==> src/rtl/rfhr_pkg.sv <==
/*
 * Constants, field positions and state encodings for receive frame header reporting.
 * Assumes one core clock and a host register port that reads 16-bit words by byte lanes.
 */
package rfhr_pkg;
    // register offsets
    localparam logic [8:0] RFHR_OFS_STATUS = 9'h17C;
    localparam logic [8:0] RFHR_OFS_COUNT = 9'h17E;
    // status word field positions
    localparam int RFHR_BIT_VALID = 15;
    localparam int RFHR_BIT_ICMP = 13;
    localparam int RFHR_BIT_IP = 12;
    localparam int RFHR_BIT_TCP = 11;
    localparam int RFHR_BIT_UDP = 10;
    localparam int RFHR_BIT_BCAST = 7;
    localparam int RFHR_BIT_MCAST = 6;
    localparam int RFHR_BIT_UCAST = 5;
    localparam int RFHR_BIT_FTYPE = 3;
    localparam int RFHR_BIT_RUNT = 1;
    localparam int RFHR_BIT_CRC = 0;
    // widths and thresholds
    localparam int RFHR_COUNT_W = 12;
    localparam int RFHR_ENTRY_W = 16 + RFHR_COUNT_W;
    localparam logic [15:0] RFHR_MAX_LENGTH = 16'h05DC;
    localparam logic [47:0] RFHR_BCAST_ADDR = 48'hFFFFFFFFFFFF;
    localparam logic [15:0] RFHR_WORD_RESET = 16'h0000;
    // head-of-queue presentation states
    typedef enum logic [2:0] {
        RFHR_EMPTY = 3'b001,
        RFHR_FETCH = 3'b010,
        RFHR_SHOW = 3'b100
    } rfhr_state_type;
endpackage : rfhr_pkg

==> src/rtl/rfhr_mem_if.sv <==
/*
 * Carrier between the header reporting core and its header memory.
 * Assumes both ends sit on the same clock.
 */
interface rfhr_mem_if #(
    parameter int ADDR_W = 4,
    parameter int DATA_W = 28
);
    logic wr_en;
    logic [ADDR_W-1:0] wr_addr;
    logic [DATA_W-1:0] wr_data;
    logic [ADDR_W-1:0] rd_addr;
    logic [DATA_W-1:0] rd_data;

    modport core (output wr_en, output wr_addr, output wr_data, output rd_addr, input rd_data);
    modport mem (input wr_en, input wr_addr, input wr_data, input rd_addr, output rd_data);
endinterface : rfhr_mem_if

==> src/rtl/rfhr_hdr_mem.sv <==
/*
 * Small header memory, one entry per queued frame, registered read data.
 * Assumes one write port and one read port on the core clock.
 */
module rfhr_hdr_mem #(
    parameter int DEPTH = 16
) (
    // clock
    input wire logic clk_in,
    // memory port
    rfhr_mem_if.mem mem_bus
);
    logic [$bits(mem_bus.wr_data)-1:0] store [DEPTH];

    ////////////////////////////////////////////////////////////////////////////////
    // write then registered read; no reset so it maps onto ram cells
    always_ff @(posedge clk_in) begin
        if (mem_bus.wr_en) begin
            store[mem_bus.wr_addr] <= mem_bus.wr_data;
        end
        mem_bus.rd_data <= store[mem_bus.rd_addr];
    end
endmodule : rfhr_hdr_mem

==> src/rtl/rfhr_core.sv <==
/*
 * Receive frame header reporting: queues per-frame status and byte count, and
 * presents the head frame in two read-only 16-bit registers.
 * Assumes the receive path pulses frame_done_in once per finished frame with its
 * fields stable, and the queue manager pulses next_frame_in to release the head.
 */
module rfhr_core #(
    parameter int DEPTH = 16,
    parameter int ADDR_W = 4
) (
    // clock and reset
    input wire logic clk_in,
    input wire logic rst_n_in,
    // receive path, one pulse per finished frame
    input wire logic frame_done_in,
    input wire logic [47:0] dest_addr_in,
    input wire logic [15:0] length_type_in,
    input wire logic [rfhr_pkg::RFHR_COUNT_W-1:0] byte_count_in,
    input wire logic runt_in,
    input wire logic crc_error_in,
    input wire logic icmp_bad_in,
    input wire logic ip_bad_in,
    input wire logic tcp_bad_in,
    input wire logic udp_bad_in,
    input wire logic pass_bad_frames_in,
    // queue manager
    input wire logic next_frame_in,
    output logic [ADDR_W:0] frames_queued_out,
    output logic overflow_out,
    // host register read port
    input wire logic reg_rd_in,
    input wire logic [8:0] reg_addr_in,
    input wire logic [1:0] reg_be_in,
    output logic [15:0] reg_rdata_out,
    output logic reg_rvalid_out
);
    import rfhr_pkg::*;

    ////////////////////////////////////////////////////////////////////////////////
    // helpers

    // classifies the destination and frame type into the status word
    function automatic logic [15:0] build_status(
        input logic [47:0] dest,
        input logic [15:0] len_type,
        input logic runt,
        input logic crc,
        input logic icmp,
        input logic ip,
        input logic tcp,
        input logic udp
    );
        logic [15:0] word;
        logic bcast;
        logic mcast;
        word = RFHR_WORD_RESET;
        bcast = (dest == RFHR_BCAST_ADDR);
        // group bit is the lsb of the first octet sent, bits 47:40 here
        mcast = dest[40];
        word[RFHR_BIT_ICMP] = icmp;
        word[RFHR_BIT_IP] = ip;
        word[RFHR_BIT_TCP] = tcp;
        word[RFHR_BIT_UDP] = udp;
        word[RFHR_BIT_BCAST] = bcast;
        word[RFHR_BIT_MCAST] = mcast | bcast;
        word[RFHR_BIT_UCAST] = ~mcast;
        word[RFHR_BIT_FTYPE] = (len_type > RFHR_MAX_LENGTH);
        word[RFHR_BIT_RUNT] = runt;
        word[RFHR_BIT_CRC] = crc;
        return word;
    endfunction : build_status

    // pointer step with wrap at the queue depth
    function automatic logic [ADDR_W-1:0] step_ptr(input logic [ADDR_W-1:0] ptr);
        logic [ADDR_W-1:0] last;
        last = ADDR_W'(DEPTH - 1);
        return (ptr == last) ? '0 : ptr + 1'b1;
    endfunction : step_ptr

    ////////////////////////////////////////////////////////////////////////////////
    // state

    rfhr_state_type state;
    rfhr_state_type next_state;
    logic [ADDR_W-1:0] wr_ptr;
    logic [ADDR_W-1:0] rd_ptr;
    logic [ADDR_W:0] used;
    logic [15:0] status_view;
    logic [RFHR_COUNT_W-1:0] count_view;
    logic [7:0] count_hi_hold;

    rfhr_mem_if #(.ADDR_W(ADDR_W), .DATA_W(RFHR_ENTRY_W)) mem_bus ();

    rfhr_hdr_mem #(.DEPTH(DEPTH)) u_mem (
        .clk_in(clk_in),
        .mem_bus(mem_bus.mem)
    );

    ////////////////////////////////////////////////////////////////////////////////
    // frame admission

    wire logic bad_frame = runt_in | crc_error_in;
    // bad frames are dropped here unless the host asked to see them
    wire logic admit = frame_done_in & (~bad_frame | pass_bad_frames_in);
    wire logic full = (used == (ADDR_W + 1)'(DEPTH));
    wire logic push = admit & ~full;
    wire logic pop = (state == RFHR_SHOW) & next_frame_in;
    wire logic [15:0] new_status = build_status(dest_addr_in, length_type_in, runt_in,
        crc_error_in, icmp_bad_in, ip_bad_in, tcp_bad_in, udp_bad_in);

    // one entry per frame pairs its status with its count
    assign mem_bus.wr_en = push;
    assign mem_bus.wr_addr = wr_ptr;
    assign mem_bus.wr_data = {new_status, byte_count_in};
    assign mem_bus.rd_addr = rd_ptr;

    ////////////////////////////////////////////////////////////////////////////////
    // head presentation sequence

    // the memory read takes one cycle, so a fresh head is fetched before it is shown
    always_comb begin
        next_state = state;
        unique case (state)
            RFHR_EMPTY: begin
                if (used != '0) begin
                    next_state = RFHR_FETCH;
                end
            end
            RFHR_FETCH: begin
                next_state = RFHR_SHOW;
            end
            RFHR_SHOW: begin
                if (next_frame_in) begin
                    next_state = RFHR_EMPTY;
                end
            end
        endcase
    end

    always_ff @(posedge clk_in or negedge rst_n_in) begin
        if (!rst_n_in) begin
            state <= RFHR_EMPTY;
        end else begin
            state <= next_state;
        end
    end

    // queue pointers and occupancy
    always_ff @(posedge clk_in or negedge rst_n_in) begin
        if (!rst_n_in) begin
            wr_ptr <= '0;
            rd_ptr <= '0;
            used <= '0;
        end else begin
            if (push) begin
                wr_ptr <= step_ptr(wr_ptr);
            end
            if (pop) begin
                rd_ptr <= step_ptr(rd_ptr);
            end
            used <= used + (ADDR_W + 1)'(push) - (ADDR_W + 1)'(pop);
        end
    end

    // head snapshot, held until the host moves on so both words match
    always_ff @(posedge clk_in or negedge rst_n_in) begin
        if (!rst_n_in) begin
            status_view <= RFHR_WORD_RESET;
            count_view <= '0;
        end else if (state == RFHR_FETCH) begin
            status_view <= mem_bus.rd_data[RFHR_ENTRY_W-1:RFHR_COUNT_W];
            count_view <= mem_bus.rd_data[RFHR_COUNT_W-1:0];
        end else if (pop) begin
            status_view <= RFHR_WORD_RESET;
            count_view <= '0;
        end
    end

    ////////////////////////////////////////////////////////////////////////////////
    // register reads

    wire logic showing = (state == RFHR_SHOW);
    // valid only while a whole frame and its status sit at the head
    wire logic [15:0] status_word = {showing, status_view[14:0]};
    wire logic [15:0] count_word = {4'h0, count_view};
    wire logic hit_status = (reg_addr_in == RFHR_OFS_STATUS);
    wire logic hit_count = (reg_addr_in == RFHR_OFS_COUNT);
    wire logic low_only = (reg_be_in == 2'b01);
    wire logic high_only = (reg_be_in == 2'b10);
    // in byte mode the high half comes from the copy taken at the low read
    wire logic [7:0] count_hi = high_only ? count_hi_hold : count_word[15:8];
    wire logic [15:0] count_sel = {count_hi, count_word[7:0]};
    wire logic [15:0] raw_word = hit_status ? status_word :
        (hit_count ? count_sel : 16'h0000);
    wire logic [15:0] lane_mask = {{8{reg_be_in[1]}}, {8{reg_be_in[0]}}};
    wire logic [15:0] next_rdata = raw_word & lane_mask;

    always_ff @(posedge clk_in or negedge rst_n_in) begin
        if (!rst_n_in) begin
            count_hi_hold <= 8'h00;
        end else if (reg_rd_in & hit_count & low_only) begin
            count_hi_hold <= count_word[15:8];
        end
    end

    // read data answer one cycle after the strobe; unmapped reads give zero
    always_ff @(posedge clk_in or negedge rst_n_in) begin
        if (!rst_n_in) begin
            reg_rdata_out <= 16'h0000;
            reg_rvalid_out <= 1'b0;
        end else begin
            reg_rvalid_out <= reg_rd_in;
            if (reg_rd_in) begin
                reg_rdata_out <= next_rdata;
            end
        end
    end

    // queue depth and a one-cycle drop pulse for the queue manager
    always_ff @(posedge clk_in or negedge rst_n_in) begin
        if (!rst_n_in) begin
            frames_queued_out <= '0;
            overflow_out <= 1'b0;
        end else begin
            frames_queued_out <= used + (ADDR_W + 1)'(push) - (ADDR_W + 1)'(pop);
            overflow_out <= admit & full;
        end
    end
endmodule : rfhr_core

==> config.mk <==
export PLATFORM = sky130hd
export DESIGN_NAME = rfhr_core
export DESIGN_NICKNAME = d
export VERILOG_FILES = /design/src/rtl/rfhr_pkg.sv /design/src/rtl/rfhr_mem_if.sv /design/src/rtl/rfhr_hdr_mem.sv /design/src/rtl/rfhr_core.sv
export SDC_FILE = /design/constraint.sdc
export NUM_CORES = 1
export LEC_CHECK = 0
export ABC_AREA = 0
export BUFFER_PORTS_ARGS = -buffer_cell sky130_fd_sc_hd__buf_4
export CAP_MARGIN = 20
export CORE_ASPECT_RATIO = 0.5
export CORE_MARGIN = 2
export CORE_UTILIZATION = 55
export CTS_CLUSTER_DIAMETER = 100
export DETAILED_ROUTE_END_ITERATION = 8
export GPL_ROUTABILITY_DRIVEN = 0
export GPL_TIMING_DRIVEN = 1
export PLACE_DENSITY_LB_ADDON = 0.05
export SLEW_MARGIN = 40
export SYNTH_ARGS = -nofsm -noshare
export SYNTH_HDL_FRONTEND = slang
export SYNTH_HIERARCHICAL = 1
export SYNTH_SLANG_ARGS = --single-unit
==> constraint.sdc <==
create_clock -name clk_in -period 11.6 [get_ports clk_in]
set_input_delay 1.74 -clock clk_in [delete_from_list [all_inputs] [get_ports clk_in]]
set_output_delay 1.74 -clock clk_in [all_outputs]
set_load 0.005 [all_outputs]
Word level (Yosys, flattened, before mapping):

Memory sizes are Yosys's and may differ from the RTL's. A register that Yosys moved wholly into a read port is not among the register bits.
Cells that the tools add are included.

* muxes and demuxes: 14
* reductions and logical operators: 3
* eq/ne operators: 13
* bitwise operators: 13
* add/subtract/negate cells: 4
* $lt $le $gt $ge: 1

Operator list (count)
* 48-bit == test, second input constant: 1
* 12-bit two-way mux: 3
* 15-bit two-way mux: 2
* 9-bit == test, second input constant: 2
* 16-bit AND: 1
* 16-bit by 11-bit > comparator with 1-bit output, second input constant: 1
* 16-bit two-way mux: 1
* 4-bit two-way mux: 3
* 3-bit one-hot mux with 3 select lines: 1
* 4-bit by 1-bit adder with 4-bit output, second input constant: 2
* 4-bit == test, second input constant: 2
* 1-bit AND: 6
* 3-bit two-way mux: 2
* 5-bit by 1-bit adder with 5-bit output: 1
* 5-bit == test, second input constant: 1
* 5-bit nonzero test: 1
* 5-bit by 1-bit subtractor with 5-bit output: 1
* 2-bit != test, second input constant: 2
* 3-bit by 1-bit == test with 1-bit output, second input constant: 1
* 3-bit by 2-bit == test with 1-bit output, second input constant: 1
* 3-bit == test, second input constant: 1
* 1-bit NOT: 3
* 1-bit OR: 3
* 2-bit by 1-bit == test with 1-bit output, second input constant: 1
* other kinds (4): 5

* register bits: 92
* input port bits: 99
* word-level logic and storage cells: 60
* memory bits (writable): 352
* output and inout bits: 23
* memories: 1

Memories
* u_mem.store: words 16, width 22, read ports 1, clocked after Yosys merged registers in 1, wr ports 1, RTL line rfhr_hdr_mem.sv:13 `logic [$bits(mem_bus.wr_data)-1:0] store [DEPTH];`

Depth between registers and ports, before layout:

* depth in word-level cells: 7
* depth in mapped cells: 11
* gate-level depth less buffers: 11

Cells and area by module:

Netlist, hierarchy kept.

Modules (own cells, without submodules)
* rfhr_hdr_mem: cells each 735, instances 1, seq. area each 14013.4 sq um, area each 17534.3 sq um
* rfhr_core: cells each 261, instances 1, seq. area each 1627.8 sq um, area each 3084.2 sq um

Least setup slack after synthesis:

Ideal clock, no wire load.

* path kind: input -> register
* start: input port crc_error_in
* end: memory u_mem/store[0][0] (netlist name), enable pin
* arrival: 4.709 ns
* path slack: 6.443 ns
* data required time: 11.152 ns
* library setup time: 0.448 ns
* cell stages on the path: 5
* buffers on the path: 0
* cell sequence: o21bai_1 nand3_1 inv_2 or3b_2 nor3_1

* longest elaborated chain between the ends: 7

Ends and longest elaborated chain
* from (decl): RTL line rfhr_core.sv:20 `input wire logic crc_error_in,`
* 1-bit OR: RTL line rfhr_core.sv:102 `wire logic bad_frame = runt_in | crc_error_in;`
* 1-bit NOT: RTL line rfhr_core.sv:104 `wire logic admit = frame_done_in & (~bad_frame | pass_bad_frames_in);`
* 1-bit OR: RTL line rfhr_core.sv:104
* 1-bit AND: RTL line rfhr_core.sv:104
* 1-bit AND: RTL line rfhr_core.sv:106 `wire logic push = admit & ~full;`
* net mem_bus.wr_en: RTL line rfhr_mem_if.sv:9 `logic wr_en;`
* 1-bit two-way mux: RTL line rfhr_hdr_mem.sv:18 `if (mem_bus.wr_en) begin`
* 1-bit two-way mux (not written as such): RTL line rfhr_hdr_mem.sv:19 `store[mem_bus.wr_addr] <= mem_bus.wr_data;`
* to (decl): RTL line rfhr_hdr_mem.sv:13

The timed path passes the listed nets, and every way through them passes these cells.

Final worst setup path:

* start: input port crc_error_in
* end: memory u_mem/store[12][9] (netlist name), enable pin

The elaborated chain is that of the path after synthesis.

==> results.tsv <==
metric	value	unit
status	finished clean	
post-route cell area	23500	sq um
vias in the first global route	10288	
Final ANT Viol Nets	0	
DRC	0	
# fillers	2435	
Chip Height	139	um
worst skew pair latency	560	ps
nets	1308	
largest net degree at the start of global routing	66	
max_cap viols	0	
vias per inst	5.85	
yosys warns	6	
Power Density	227	nW/um^2
Slew headroom	45.9	%
Period minus WS final	4190	ps
critical path class	in2reg	
commonest non-fill, non-tap cell in the layout	edfxtp_1	
DR WL/cell	24.5	um
CTS tree	done	
Synth Instances	972	
Initial DRC Count	1034	
total gr overflow	0	
Crit path required time	11830	ps
Total GRT Usage	22.9	%
IO Pins	122	
most frequent cells in the layout	edfxtp_1, buf_4, mux4_2	
Highest Clock Rate	239	MHz
die area	38000	sq um
Max FO, Critical Path	19	
initial antenna violation count	1	
vias post-DR	10057	
port bufs	121	
detailed placement HPWL	27.6	mm
placed cell areas	22000	sq um
crit path DAT	4420	ps
Layout area overhead	17.5	%
Final Routed Wirelength	42.1	mm
worst hold path type	reg2reg	
reg2reg path depth	4	
RSZ-0062 raised after global routing	no	
FF-to-FF End	u_mem/mem_bus.rd_data[20]	
Post CTS Setup Buffer Count	0	
final hold violation count	0	
TNS Setup	0	ps
Post-Syn Area	20000	sq um
die width	274	um
site row count	49	
R2R setup slack	8460	ps
Critical Path Source Type	primary input	
CP endpoint	u_mem/store[12][9]	
clk buf depth	3	
layout cells sized above 1	27.1	%
post-CTS sizing	0	
Starting Density	55.8	%
1st-pass router iterations	5	
Clock transition at path regs	60	ps
area of the multi-input gates	4820	sq um
first-pass GRT wire length	63.2	mm
CTS root buffer	clkbuf_16	
Final setup viols	0	
Tcrit/Tclk final	36.1	%
Setup Skew	13.9	ps
Crit Reg-Reg Startpoint	mem_bus.rd_addr[0]	
Sink Count	524	
Slew @ Worst Pin	811	ps
register area	15100	sq um
crit end category	flip-flop	
syn avg cell area	20.6	sq um
TritonCTS Buffers	45	
Worst setup startpoint	crc_error_in	
H-tree depth	2	
final hold slack	456	ps
core area	35900	sq um
leakage	8.30	nW
Max VDD drop	0.148	mV
Hold Buf Count CTS	0	
Slew Viols, Final	0	
[sequential cells by signal (all words and copies together) (netlist names)]
name	flops
reg_rvalid_out	1
mem_bus.rd_addr	4
mem_bus.wr_addr	4
frames_queued_out	5
reg_rdata_out	16
count_hi_hold	4
u_mem/mem_bus.rd_data	27
status_view	15
state	3
count_view	12
u_mem/store	432
overflow_out	1
[report_power, final]
part,switching [mW],internal (mW)
Combinational,0.774,0.619
Sequential,0.187,2.26
Clock,0.646,0.848
[routing by layer]
metal | track usage (%) | wire, um
met1 | 35.7 | 19000
met2 | 31.9 | 18100
met3 | 8.28 | 4410
met4 | 3.68 | 544
met5 | 0 | 0
[cell type report]
type | count | share of cell area (%)
Antenna cell | 1 | 0.0106
Clock buffer | 67 | 5.72
Clock inverter | 14 | 0.522
Inverter | 28 | 0.447
Multi-Input combinational cell | 452 | 20.5
Sequential cell | 524 | 64.4
Tap cell | 484 | 2.58
Timing Repair Buffer | 149 | 5.79
[worst min-delay path by stage]
| stage | from | to | slack, ps | cells past startpoint |
|---|---|---|---|---|
| global placement | u_mem/mem_bus.rd_data[26] | status_view[14] | 440 | 1 |
| finish | u_mem/mem_bus.rd_data[25] | status_view[13] | 460 | 1 |
| detailed placement | u_mem/mem_bus.rd_data[20] | status_view[8] | 440 | 1 |
| global route | u_mem/mem_bus.rd_data[19] | status_view[7] | 470 | 1 |
| floorplan | u_mem/mem_bus.rd_data[10] | count_view[10] | 430 | 1 |
| CTS | u_mem/mem_bus.rd_data[4] | count_view[4] | 460 | 1 |
[worst max-delay path, cell delays in order]
cell and delay [ps]:
buf_4 170, o21bai_1 550, nand3_1 360, inv_2 230, nand3_1 320, nor3_2 620
buf_4 400
[per-stage QoR]
stage / utilization (%) / setup WS [ps] / instances / power [mW]
after floorplan: - / 6510 / 1051 / 3.38
after global placement: 60.4 / 6840 / 1621 / 3.83
after detailed placement: 61.3 / 6830 / 1635 / 3.88
after CTS: 65.4 / 7450 / 1716 / 5.37
after global routing: 65.5 / 7210 / 1718 / 5.59
final: 65.5 / 7410 / 1719 / 5.34
Note: power is estimated with default switching activity, not from simulation.
